**src/rtl/tsoi_defines.vh**
```
// Constants for the transmit section overhead insertion control block.
// Included by the control module and the bench, not by the buffer; holds definitions only.
`ifndef TSOI_DEFINES_VH
`define TSOI_DEFINES_VH
// Register indices; byte address is four times the index
`define TSOI_IDX_OP2 10'h01a
`define TSOI_IDX_K2 10'h038
`define TSOI_IDX_OP1 10'h030
`define TSOI_IDX_SRC1 10'h060
`define TSOI_IDX_SRC2 10'h061
`define TSOI_IDX_CFG 10'h070
`define TSOI_IDX_STAT 10'h071
`define TSOI_IDX_NAT 10'h072
`define TSOI_IDX_TRACE 10'h073
// Field positions
`define TSOI_OP1_AIS 7
`define TSOI_OP1_REI 6
`define TSOI_OP1_NAT 5
`define TSOI_OP1_RDI 4
`define TSOI_SRC1_E1 5
`define TSOI_SRC1_F1 4
`define TSOI_SRC1_D13 3
`define TSOI_SRC1_D412 2
`define TSOI_SRC1_E2 1
`define TSOI_SRC1_M1 0
`define TSOI_SRC2_K2 1
`define TSOI_OP2_EXC 2
`define TSOI_OP2_FRC 1
`define TSOI_CFG_REGEN 0
`define TSOI_CFG_NATSER 1
// Reset values and fixed codes
`define TSOI_RST_BYTE 8'h00
`define TSOI_NAT_DEFAULT 8'hAA
`define TSOI_AIS_BYTE 8'hFF
`define TSOI_RDI_CODE 3'b110
`define TSOI_RDI_NONE 3'b000
`define TSOI_RESP_OKAY 2'b00
`define TSOI_RESP_SLVERR 2'b10
// Overhead slot codes on the byte stream
`define TSOI_SLOT_J0 4'h0
`define TSOI_SLOT_E1 4'h1
`define TSOI_SLOT_F1 4'h2
`define TSOI_SLOT_D13 4'h3
`define TSOI_SLOT_D412 4'h4
`define TSOI_SLOT_E2 4'h5
`define TSOI_SLOT_M1 4'h6
`define TSOI_SLOT_K2 4'h7
`define TSOI_SLOT_NAT 4'h8
`define TSOI_SLOT_B1 4'h9
`define TSOI_SLOT_B2 4'hA
`define TSOI_SLOT_PTR 4'hB
`define TSOI_SLOT_PAY 4'hC
`endif

```
**src/rtl/tsoi_ctrl.v**
```verilog
// Transmit section overhead insertion control: AXI4-Lite registers and
// the per-slot byte selection of the outgoing overhead stream.
// Assumes upstream supplies one slot per beat, tagged with a slot code,
// with generated parity and pointer bytes already on in_gen_byte.
// Function
// - AIS force bit 7 inserts pointer-level AIS toward the network.
// - With M1 from hardware, bit 6 picks error count or zero REI.
// - National bytes not serial: bit 5 picks AAH or software value.
// - With K2 from hardware, bit 4 picks generated RDI or register K2.
// - B2 invert field: 0X none, 10 every frame, 11 one frame.
// - B1 invert field uses the same coding as B2.
// - RDI controls act only with hardware K2 and hardware RDI bits.
// - Excess-parity enable sends RDI 110 while excess status active.
// - Force bit sends RDI 110 whatever the excess status.
// - Trace byte source: 00 software, 01 serial, 1X received.
// - E1 from orderwire input when 0, received byte when 1.
// - F1 from user channel input when 0, received byte when 1.
// - D1-D3 from regenerator data input when 0, received when 1.
// - D4-D12 from multiplex data input when 0, received when 1.
// - E2 from multiplex orderwire input when 0, received when 1.
// - M1 from internal REI or serial; regenerator passes received M1.
//
// Added by the designer: the AXI4-Lite register port.
`timescale 1ns/1ps
`default_nettype none
`include "tsoi_defines.vh"
module tsoi_ctrl #(
    parameter ADDR_W = 12,
    parameter BUF_DEPTH = 2
) (
    input wire aclk,
    input wire aresetn,
    input wire [ADDR_W-1:0] s_axi_awaddr,
    input wire s_axi_awvalid,
    output wire s_axi_awready,
    input wire [31:0] s_axi_wdata,
    input wire [3:0] s_axi_wstrb,
    input wire s_axi_wvalid,
    output wire s_axi_wready,
    output wire [1:0] s_axi_bresp,
    output wire s_axi_bvalid,
    input wire s_axi_bready,
    input wire [ADDR_W-1:0] s_axi_araddr,
    input wire s_axi_arvalid,
    output wire s_axi_arready,
    output wire [31:0] s_axi_rdata,
    output wire [1:0] s_axi_rresp,
    output wire s_axi_rvalid,
    input wire s_axi_rready,
    input wire in_valid,
    output wire in_ready,
    input wire [3:0] in_slot,
    input wire in_frame_start,
    input wire [7:0] in_gen_byte,
    input wire [7:0] in_rx_byte,
    input wire [7:0] overhead_serial_input,
    input wire [7:0] regen_orderwire_input,
    input wire [7:0] user_channel_input,
    input wire [7:0] regen_data_channel_input,
    input wire [7:0] mux_data_channel_input,
    input wire [7:0] mux_orderwire_input,
    input wire [7:0] ms_error_count,
    input wire excess_ms_parity_status,
    output wire out_valid,
    input wire out_ready,
    output wire [3:0] out_slot,
    output wire out_frame_start,
    output wire [7:0] out_byte
);
    // Inversion applies for code 10, or code 11 within the chosen frame
    function inv_apply;
        input [1:0] code;
        input once;
        begin
            inv_apply = code[1] & (~code[0] | once);
        end
    endfunction

    // Word index of a byte address
    function [9:0] word_idx;
        input [ADDR_W-1:0] addr;
        begin
            word_idx = addr[ADDR_W-1:2];
        end
    endfunction

    // Register file
    reg [7:0] op1_reg, op2_reg, src1_reg, src2_reg;
    reg [7:0] k2_reg, cfg_reg, nat_reg, trace_reg;
    // Write channel holding
    reg aw_hold_reg, w_hold_reg, wstrb0_reg, bvalid_reg;
    reg [ADDR_W-1:0] awaddr_reg;
    reg [7:0] wdata_reg;
    reg [1:0] bresp_reg;
    // Read channel
    reg rvalid_reg;
    reg [31:0] rdata_reg;
    reg [1:0] rresp_reg;
    // Single-frame parity inversion state
    reg b1_pend_reg, b1_pend_next, b2_pend_reg, b2_pend_next;
    reg b1_frame_reg, b2_frame_reg, rdi_active_reg;
    // Combinational
    reg [7:0] sel_byte;
    reg [2:0] rdi_bits;
    reg rd_hit;
    reg [7:0] rd_byte;
    wire wr_fire, wr_en, wr_hit, beat, frame_beat;
    wire b1_once, b2_once, regen, k2_hw, rdi_ctrl_on, rdi_insert;
    wire [9:0] wr_idx, rd_idx;
    wire [1:0] b1_code, b2_code;

    // Bus handshakes; a channel waits while its own word is held
    assign s_axi_awready = ~aw_hold_reg & ~bvalid_reg;
    assign s_axi_wready = ~w_hold_reg & ~bvalid_reg;
    assign s_axi_bvalid = bvalid_reg;
    assign s_axi_bresp = bresp_reg;
    assign s_axi_arready = ~rvalid_reg;
    assign s_axi_rvalid = rvalid_reg;
    assign s_axi_rdata = rdata_reg;
    assign s_axi_rresp = rresp_reg;
    assign wr_fire = aw_hold_reg & w_hold_reg & ~bvalid_reg;
    assign wr_idx = word_idx(awaddr_reg);
    assign rd_idx = word_idx(s_axi_araddr);
    assign wr_en = wr_fire & wstrb0_reg;
    // Status is read-only, so a write to it is refused like a hole
    assign wr_hit = (wr_idx == `TSOI_IDX_OP1) || (wr_idx == `TSOI_IDX_OP2) ||
        (wr_idx == `TSOI_IDX_SRC1) || (wr_idx == `TSOI_IDX_SRC2) ||
        (wr_idx == `TSOI_IDX_K2) || (wr_idx == `TSOI_IDX_CFG) ||
        (wr_idx == `TSOI_IDX_NAT) || (wr_idx == `TSOI_IDX_TRACE);

    // Address and data are taken in either order and held until both are in
    always @(posedge aclk) begin
        if (!aresetn) begin
            aw_hold_reg <= 1'b0;
            w_hold_reg <= 1'b0;
            awaddr_reg <= {ADDR_W{1'b0}};
            wdata_reg <= `TSOI_RST_BYTE;
            wstrb0_reg <= 1'b0;
            bvalid_reg <= 1'b0;
            bresp_reg <= `TSOI_RESP_OKAY;
        end else begin
            if (s_axi_awvalid && s_axi_awready) begin
                aw_hold_reg <= 1'b1;
                awaddr_reg <= s_axi_awaddr;
            end
            if (s_axi_wvalid && s_axi_wready) begin
                w_hold_reg <= 1'b1;
                wdata_reg <= s_axi_wdata[7:0];
                wstrb0_reg <= s_axi_wstrb[0];
            end
            if (wr_fire) begin
                aw_hold_reg <= 1'b0;
                w_hold_reg <= 1'b0;
                bvalid_reg <= 1'b1;
                bresp_reg <= wr_hit ? `TSOI_RESP_OKAY : `TSOI_RESP_SLVERR;
            end else if (bvalid_reg && s_axi_bready) begin
                bvalid_reg <= 1'b0;
            end
        end
    end

    // Register writes; only the low byte lane carries data
    always @(posedge aclk) begin
        if (!aresetn) begin
            op1_reg <= `TSOI_RST_BYTE;
            op2_reg <= `TSOI_RST_BYTE;
            src1_reg <= `TSOI_RST_BYTE;
            src2_reg <= `TSOI_RST_BYTE;
            k2_reg <= `TSOI_RST_BYTE;
            cfg_reg <= `TSOI_RST_BYTE;
            nat_reg <= `TSOI_RST_BYTE;
            trace_reg <= `TSOI_RST_BYTE;
        end else if (wr_en) begin
            case (wr_idx)
                `TSOI_IDX_OP1: op1_reg <= wdata_reg;
                `TSOI_IDX_OP2: op2_reg <= wdata_reg & 8'h06;
                `TSOI_IDX_SRC1: src1_reg <= wdata_reg;
                `TSOI_IDX_SRC2: src2_reg <= wdata_reg & 8'h02;
                `TSOI_IDX_K2: k2_reg <= wdata_reg;
                `TSOI_IDX_CFG: cfg_reg <= wdata_reg & 8'h03;
                `TSOI_IDX_NAT: nat_reg <= wdata_reg;
                `TSOI_IDX_TRACE: trace_reg <= wdata_reg;
                default: op1_reg <= op1_reg;
            endcase
        end
    end

    // Read decode; reserved bits are zero because the stores mask them
    always @* begin
        rd_hit = 1'b1;
        rd_byte = `TSOI_RST_BYTE;
        case (rd_idx)
            `TSOI_IDX_OP1: rd_byte = op1_reg;
            `TSOI_IDX_OP2: rd_byte = op2_reg;
            `TSOI_IDX_SRC1: rd_byte = src1_reg;
            `TSOI_IDX_SRC2: rd_byte = src2_reg;
            `TSOI_IDX_K2: rd_byte = k2_reg;
            `TSOI_IDX_CFG: rd_byte = cfg_reg;
            `TSOI_IDX_NAT: rd_byte = nat_reg;
            `TSOI_IDX_TRACE: rd_byte = trace_reg;
            `TSOI_IDX_STAT: rd_byte = {4'h0, rdi_active_reg, b2_pend_reg,
                b1_pend_reg, excess_ms_parity_status};
            default: rd_hit = 1'b0;
        endcase
    end

    // Read answer lands one edge after the address is taken
    always @(posedge aclk) begin
        if (!aresetn) begin
            rvalid_reg <= 1'b0;
            rdata_reg <= 32'h0000_0000;
            rresp_reg <= `TSOI_RESP_OKAY;
        end else if (s_axi_arvalid && s_axi_arready) begin
            rvalid_reg <= 1'b1;
            rdata_reg <= {24'h00_0000, rd_byte};
            rresp_reg <= rd_hit ? `TSOI_RESP_OKAY : `TSOI_RESP_SLVERR;
        end else if (rvalid_reg && s_axi_rready) begin
            rvalid_reg <= 1'b0;
        end
    end

    // Stream side decode
    assign beat = in_valid & in_ready;
    assign frame_beat = beat & in_frame_start;
    assign regen = cfg_reg[`TSOI_CFG_REGEN];
    assign b1_code = op1_reg[1:0];
    assign b2_code = op1_reg[3:2];
    assign k2_hw = ~src2_reg[`TSOI_SRC2_K2];
    assign rdi_ctrl_on = k2_hw & ~op1_reg[`TSOI_OP1_RDI];
    assign rdi_insert = rdi_ctrl_on & (op2_reg[`TSOI_OP2_FRC] |
        (op2_reg[`TSOI_OP2_EXC] & excess_ms_parity_status));
    // Frame picked for a single inversion is the one that starts now
    assign b1_once = frame_beat ? b1_pend_reg : b1_frame_reg;
    assign b2_once = frame_beat ? b2_pend_reg : b2_frame_reg;

    // A write of code 11 arms; the next frame start consumes it.
    // Set wins over consume so a write racing a frame start is kept.
    always @* begin
        b1_pend_next = b1_pend_reg & ~frame_beat;
        b2_pend_next = b2_pend_reg & ~frame_beat;
        if (wr_en && wr_idx == `TSOI_IDX_OP1) begin
            if (wdata_reg[1:0] == 2'b11) begin
                b1_pend_next = 1'b1;
            end
            if (wdata_reg[3:2] == 2'b11) begin
                b2_pend_next = 1'b1;
            end
        end
    end

    // Pending and per-frame inversion flags
    always @(posedge aclk) begin
        if (!aresetn) begin
            b1_pend_reg <= 1'b0;
            b2_pend_reg <= 1'b0;
            b1_frame_reg <= 1'b0;
            b2_frame_reg <= 1'b0;
            rdi_active_reg <= 1'b0;
        end else begin
            b1_pend_reg <= b1_pend_next;
            b2_pend_reg <= b2_pend_next;
            if (frame_beat) begin
                b1_frame_reg <= b1_pend_reg;
                b2_frame_reg <= b2_pend_reg;
            end
            rdi_active_reg <= rdi_insert;
        end
    end

    // Generated RDI bits of K2
    always @* begin
        rdi_bits = rdi_insert ? `TSOI_RDI_CODE : `TSOI_RDI_NONE;
    end

    // Per-slot source selection of the transmitted byte
    always @* begin
        sel_byte = in_gen_byte;
        case (in_slot)
            `TSOI_SLOT_J0: begin
                if (src1_reg[7]) begin
                    sel_byte = in_rx_byte;
                end else if (src1_reg[6]) begin
                    sel_byte = overhead_serial_input;
                end else begin
                    sel_byte = trace_reg;
                end
            end
            `TSOI_SLOT_E1: sel_byte = src1_reg[`TSOI_SRC1_E1] ? in_rx_byte :
                regen_orderwire_input;
            `TSOI_SLOT_F1: sel_byte = src1_reg[`TSOI_SRC1_F1] ? in_rx_byte :
                user_channel_input;
            `TSOI_SLOT_D13: sel_byte = src1_reg[`TSOI_SRC1_D13] ? in_rx_byte :
                regen_data_channel_input;
            `TSOI_SLOT_D412: sel_byte = src1_reg[`TSOI_SRC1_D412] ? in_rx_byte :
                mux_data_channel_input;
            `TSOI_SLOT_E2: sel_byte = src1_reg[`TSOI_SRC1_E2] ? in_rx_byte :
                mux_orderwire_input;
            `TSOI_SLOT_M1: begin
                if (regen) begin
                    sel_byte = in_rx_byte;
                end else if (src1_reg[`TSOI_SRC1_M1]) begin
                    sel_byte = overhead_serial_input;
                end else if (op1_reg[`TSOI_OP1_REI]) begin
                    sel_byte = `TSOI_RST_BYTE;
                end else begin
                    sel_byte = ms_error_count;
                end
            end
            `TSOI_SLOT_K2: begin
                // Regenerators pass K2 straight through
                if (regen) begin
                    sel_byte = in_rx_byte;
                end else if (!k2_hw) begin
                    sel_byte = overhead_serial_input;
                end else if (op1_reg[`TSOI_OP1_RDI]) begin
                    sel_byte = k2_reg;
                end else begin
                    sel_byte = {k2_reg[7:3], rdi_bits};
                end
            end
            `TSOI_SLOT_NAT: begin
                if (cfg_reg[`TSOI_CFG_NATSER]) begin
                    sel_byte = overhead_serial_input;
                end else if (op1_reg[`TSOI_OP1_NAT]) begin
                    sel_byte = nat_reg;
                end else begin
                    sel_byte = `TSOI_NAT_DEFAULT;
                end
            end
            `TSOI_SLOT_B1: sel_byte = inv_apply(b1_code, b1_once) ?
                ~in_gen_byte : in_gen_byte;
            `TSOI_SLOT_B2: sel_byte = inv_apply(b2_code, b2_once) ?
                ~in_gen_byte : in_gen_byte;
            // Only pointer and payload are hit; overhead stays live
            `TSOI_SLOT_PTR, `TSOI_SLOT_PAY: sel_byte =
                op1_reg[`TSOI_OP1_AIS] ? `TSOI_AIS_BYTE : in_gen_byte;
            default: sel_byte = in_gen_byte;
        endcase
    end

    // Two-entry buffer absorbs a receiver stall without dropping a beat;
    // its ready is the stream's ready, so the source stalls when full.
    tsoi_buffer #(
        .WIDTH(13),
        .DEPTH(BUF_DEPTH),
        .AW(1)
    ) u_buf (
        .aclk(aclk),
        .aresetn(aresetn),
        .in_valid(in_valid),
        .in_ready(in_ready),
        .in_data({in_frame_start, in_slot, sel_byte}),
        .out_valid(out_valid),
        .out_ready(out_ready),
        .out_data({out_frame_start, out_slot, out_byte})
    );
endmodule
`default_nettype wire

```
**src/rtl/tsoi_buffer.v**
```verilog
// Small FIFO with valid/ready on both sides for the outgoing byte stream.
// Assumes one clock, synchronous active-low reset.
`timescale 1ns/1ps
`default_nettype none
module tsoi_buffer #(
    parameter WIDTH = 13,
    parameter DEPTH = 2,
    parameter AW = 1
) (
    input wire aclk,
    input wire aresetn,
    input wire in_valid,
    output wire in_ready,
    input wire [WIDTH-1:0] in_data,
    output wire out_valid,
    input wire out_ready,
    output wire [WIDTH-1:0] out_data
);
    reg [WIDTH-1:0] mem_reg [0:DEPTH-1];
    reg [AW-1:0] wr_ptr_reg;
    reg [AW-1:0] rd_ptr_reg;
    reg [AW:0] count_reg;
    wire push;
    wire pop;
    // Full and empty come straight from the occupancy count
    assign in_ready = (count_reg != DEPTH[AW:0]);
    assign out_valid = (count_reg != {(AW+1){1'b0}});
    assign push = in_valid & in_ready;
    assign pop = out_valid & out_ready;
    assign out_data = mem_reg[rd_ptr_reg];
    // Storage, one flip-flop row per entry
    genvar i;
    generate
        for (i = 0; i < DEPTH; i = i + 1) begin : g_ent
            always @(posedge aclk) begin
                if (!aresetn) begin
                    mem_reg[i] <= {WIDTH{1'b0}};
                end else if (push && wr_ptr_reg == i[AW-1:0]) begin
                    mem_reg[i] <= in_data;
                end
            end
        end
    endgenerate
    // Pointers wrap at DEPTH, which need not be a power of two
    always @(posedge aclk) begin
        if (!aresetn) begin
            wr_ptr_reg <= {AW{1'b0}};
            rd_ptr_reg <= {AW{1'b0}};
            count_reg <= {(AW+1){1'b0}};
        end else begin
            if (push) begin
                wr_ptr_reg <= (wr_ptr_reg == DEPTH[AW-1:0] - 1'b1) ? {AW{1'b0}} :
                    wr_ptr_reg + 1'b1;
            end
            if (pop) begin
                rd_ptr_reg <= (rd_ptr_reg == DEPTH[AW-1:0] - 1'b1) ? {AW{1'b0}} :
                    rd_ptr_reg + 1'b1;
            end
            if (push && !pop) begin
                count_reg <= count_reg + 1'b1;
            end else if (pop && !push) begin
                count_reg <= count_reg - 1'b1;
            end
        end
    end
endmodule
`default_nettype wire

```
**config.mk**
```make
export PLATFORM = sky130hd
export DESIGN_NAME = tsoi_ctrl
export DESIGN_NICKNAME = d
export VERILOG_FILES = /design/src/rtl/tsoi_ctrl.v /design/src/rtl/tsoi_buffer.v
export VERILOG_INCLUDE_DIRS = /design/src /design/src/rtl
export SDC_FILE = /design/constraint.sdc
export NUM_CORES = 1
export LEC_CHECK = 0
export BUFFER_PORTS_ARGS = -buffer_cell sky130_fd_sc_hd__buf_2
export CORE_ASPECT_RATIO = 0.5
export CORE_MARGIN = 4
export CORE_UTILIZATION = 48
export DETAILED_ROUTE_END_ITERATION = 6
export PLACE_DENSITY = 0.75
export SETUP_SLACK_MARGIN = 0.02
export SLEW_MARGIN = 20
export SYNTH_ARGS = -nofsm -noshare
export SYNTH_HDL_FRONTEND = slang
export SYNTH_HIERARCHICAL = 1
export SYNTH_SLANG_ARGS = --single-unit
export TNS_END_PERCENT = 30
```
**constraint.sdc**
```tcl
create_clock -name aclk -period 2.1 [get_ports aclk]
set_clock_uncertainty 0.05 [all_clocks]
set_input_delay 0 -clock aclk [delete_from_list [all_inputs] [get_ports aclk]]
set_output_delay 0 -clock aclk [all_outputs]
set_load 0.005 [all_outputs]
```
==> flow_metrics.py <==
metrics = {
    "clock_network": {
        "worstSkewPairLatency_ns": 0.42,
        "clk_pin_slew_ns": 0.06,
        "cts_tree": "done",
        "clock-sinks": 114,
        "htreeDepth": 4,
        "cts_buffers": 17,
        "clockRootBuffer": "clkbuf_16",
        "clk_path_buf_depth": 2,
    },
    "cells_and_area": {
        "areaGrowthSynthToFinish_pct": 34.5,
        "drive_above_1_share_pct": 31.6,
        "nets": 1181,
        "fillers": 1161,
        "largest_reg_flops": 26,
        "finish.instance_area_um2": 9600,
        "antenna_cells": 0,
    },
    "synthesis": {
        "yosys_warnings": 6,
        "synthArstFlopShare_pct": 0,
        "synth_cell_types": 68,
        "ys_seq_area_share_pct": 35.6,
        "synth-edff-count": 26,
        "netlist_top_cells_area": "dfxtp_1, mux2i_1, edfxtp_1",
        "yosys.area.top_type_share_pct": 24.7,
        "ys.flop_type": "dfxtp_1",
        "synth_xor_area_share_pct": 0.491,
        "synth.avg_cell_area_um2": 8.75,
        "synthCells": 816,
        "synth_top_family_by_area": "simple AND/OR/NAND/NOR gates",
        "synth_most_common_cell": "nand2_1",
        "synth_common_cells": "nand2_1, mux2i_1, dfxtp_1",
        "synthMuxAreaShare_pct": 16.0,
        "synth_fa_ha_area_share_pct": 0.175,
        "yosys.area_share.simple_pct": 24.2,
        "syn_area_um2": 7140,
        "synth-compound-area-share_pct": 16.9,
        "synth_top_cell_by_area": "dfxtp_1",
        "synth-seq-cells": 114,
    },
    "worst_setup_path": {
        "cpMostUsedCell": "or4_4",
        "crit_type": "reg2reg",
        "crit_start": "awaddr_reg[11]$_SDFFE_PN0P_",
        "crit_fanout": 8,
        "cp_data_required_time_ns": 2.36,
        "path_delay_family": "simple AND/OR/NAND/NOR gates",
        "worstSetupEndpointType": "flip-flop",
        "cp-start-kind": "flip-flop",
        "worstPathArrival_ns": 2.53,
        "cpPeakStageDelay_ns": 0.53,
        "crit_chain": "or4_4 -> or4_4 -> or4_4 -> buf_6 -> mux2i_2 -> nor2b_1",
        "path_buf_inv": 1,
        "crit_slowest_cell": "or4_4",
        "r2r-start": "awaddr_reg[11]$_SDFFE_PN0P_",
    },
    "timing": {
        "slew-limit-headroom_pct": 55.1,
        "finalHoldViolCount": 0,
        "period_share_pct": 108,
        "fin_setup_tns_ns": -2.61,
        "slew_viol_final": 0,
        "setup_viol": 21,
        "timing.fmax_mhz": 440,
        "worst_pin_slew_ns": 0.673,
        "period_needed_ns": 2.27,
        "rsz0062_at_grt": "yes",
        "fin_ws_ns": -0.174,
    },
    "hold_path": {
        "hp-class": "in2reg",
        "min-delay-start": "aresetn",
    },
    "detailed_routing": {
        "drc": 0,
        "vias_per_cell": 5.78,
        "drtIter0Drc": 719,
        "routedWlPerCell_um": 19.8,
        "routed_wl_um": 24600,
        "first_pass_iters": 5,
        "postRouteAntennaNets": 0,
        "vias": 7195,
    },
    "floorplanning": {
        "std_cell_rows": 31,
        "initial_core_util_pct": 49.2,
        "die_x_um": 180,
        "die_area_um2": 17000,
        "core_area_um2": 14500,
        "io_pins": 203,
        "fp.dieH_um": 94.2,
    },
    "place": {
        "postPlaceCellArea_um2": 8460,
        "place.gp.congestion": 0.947,
        "dp_hpwl_um": 18300,
        "io_buffers": 145,
    },
    "grt": {
        "grt_pass1_wl_um": 38200,
        "overflow": 0,
        "grt.total_usage_pct": 28.5,
        "antenna_found_initial": 1,
        "grt_pass1_vias": 6930,
        "grt_max_degree": 50,
    },
    "status": {
        "status": "finished with violations",
        "violations": "negative setup slack",
    },
    "power_and_ir_drop": {
        "p_leak_nw": 3.88,
        "total_power_w": 0.00692,
        "p_per_area_nw_per_um2": 720,
        "ir_worst_vdd_uv": 531,
    },
    "job": {
        "maxCapViolCount": 0,
    },
}
## layer usage
layer	part of all wire (%)	vias to the layer above	wire, um	track usage, %
met2	44	385	10700	44.9
li1	-	3363	-	-
met1	44	3399	10900	38.8
met3	9.8	48	2410	6.92
met5	0	-	0	0
met4	2.2	0	542	9.31
## area by class of cell
type | instances | area, um2 | area share, %
clock inverters | 14 | 190 | 1.98
repair buffers | 257 | 1750 | 18.2
flip-flops and latches | 114 | 2560 | 26.7
clock buffers | 18 | 450 | 4.69
well taps | 198 | 248 | 2.58
inverters | 7 | 26.3 | 0.274
multi-input cells | 636 | 4380 | 45.6
## layout by cell type (no fill, tap or decap), types with 5 or more instances in the layout
cell,n
buf_2,145
nand2_1,97
mux2i_1,93
dfxtp_1,79
buf_4,72
nor2b_1,58
nor2_1,49
o21ai_0,31
dlygate4sd3_1,28
a21boi_0,27
conb_1,26
edfxtp_1,26
o22ai_1,20
a22oi_1,18
clkbuf_16,18
nand3_1,16
mux2_2,16
a21oi_1,13
nand3b_1,12
nand2b_1,12
and2_1,9
a32oi_1,8
inv_1,7
o21ai_1,7
o22a_1,7
a211o_1,7
nor3_1,7
buf_12,7
dfxtp_2,6
a2111oi_2,5
nand2_2,5
## what timing repair did
| action | in CTS | in global routing |
|---|---|---|
| resized for setup | 26 | 37 |
| endpoints found under the hold margin | 30 | 0 |
| hold buffers | 28 | 0 |
| pin swaps | 8 | 12 |
| gates cloned | 0 | 1 |
| endpoints found under the setup margin | 52 | 61 |
| setup buffers | 2 | 0 |
## power breakdown
group          internal, W  total [W]  switching, W  leakage [nW]
sequential         0.00240    0.00252      0.000126         0.995
combinational     0.000606    0.00122      0.000614          2.57
clock              0.00198    0.00317       0.00119         0.317
## metrics by stage
stage / hold WS (ns) / std cells / utilization (%) / worst slack [ns]
finish: 0.0165 / 1244 / 66.2 / -0.174
global route: 0.0217 / 1244 / 66.2 / -0.231
CTS: 0.00588 / 1243 / 65.4 / -0.151
detailed placement: 0.206 / 1181 / 58.3 / -0.278
global placement: 0.195 / 1181 / 58.3 / -0.195
floorplan: 0.0878 / 841 / - / -0.172
## logic make-up (layout without fill, tap and decap cells)
family	Yosys count	in the layout
fa+ha+maj	1	1
flops	114	114
buf+inv	91	296
xor+xnor	4	4
simple gates	320	320
compound gates	173	173
other cells	1	26
mux	112	112
## path summary, 6_finish.rpt
| check | endpoint | slack (ns) | cells after the start |
|---|---|---|---|
| max | k2_reg[6]$_SDFFE_PN0P_ | -0.17 | 6 |
| max reg2reg | k2_reg[6]$_SDFFE_PN0P_ | -0.17 | 6 |
| min reg2reg | s_axi_rdata[4]$_SDFFE_PN0P_ | 0.41 | 2 |
| min | u_buf/mem_reg[0][4]$_SDFFCE_PN0P_ | 0.02 | 3 |
## tightest hold or removal path, delay by kind of cell
kind,cells,cell delay (ns)
simple gates,2,0.14
buf+inv,1,0.18
Note: power is estimated with default switching activity, not from simulation.
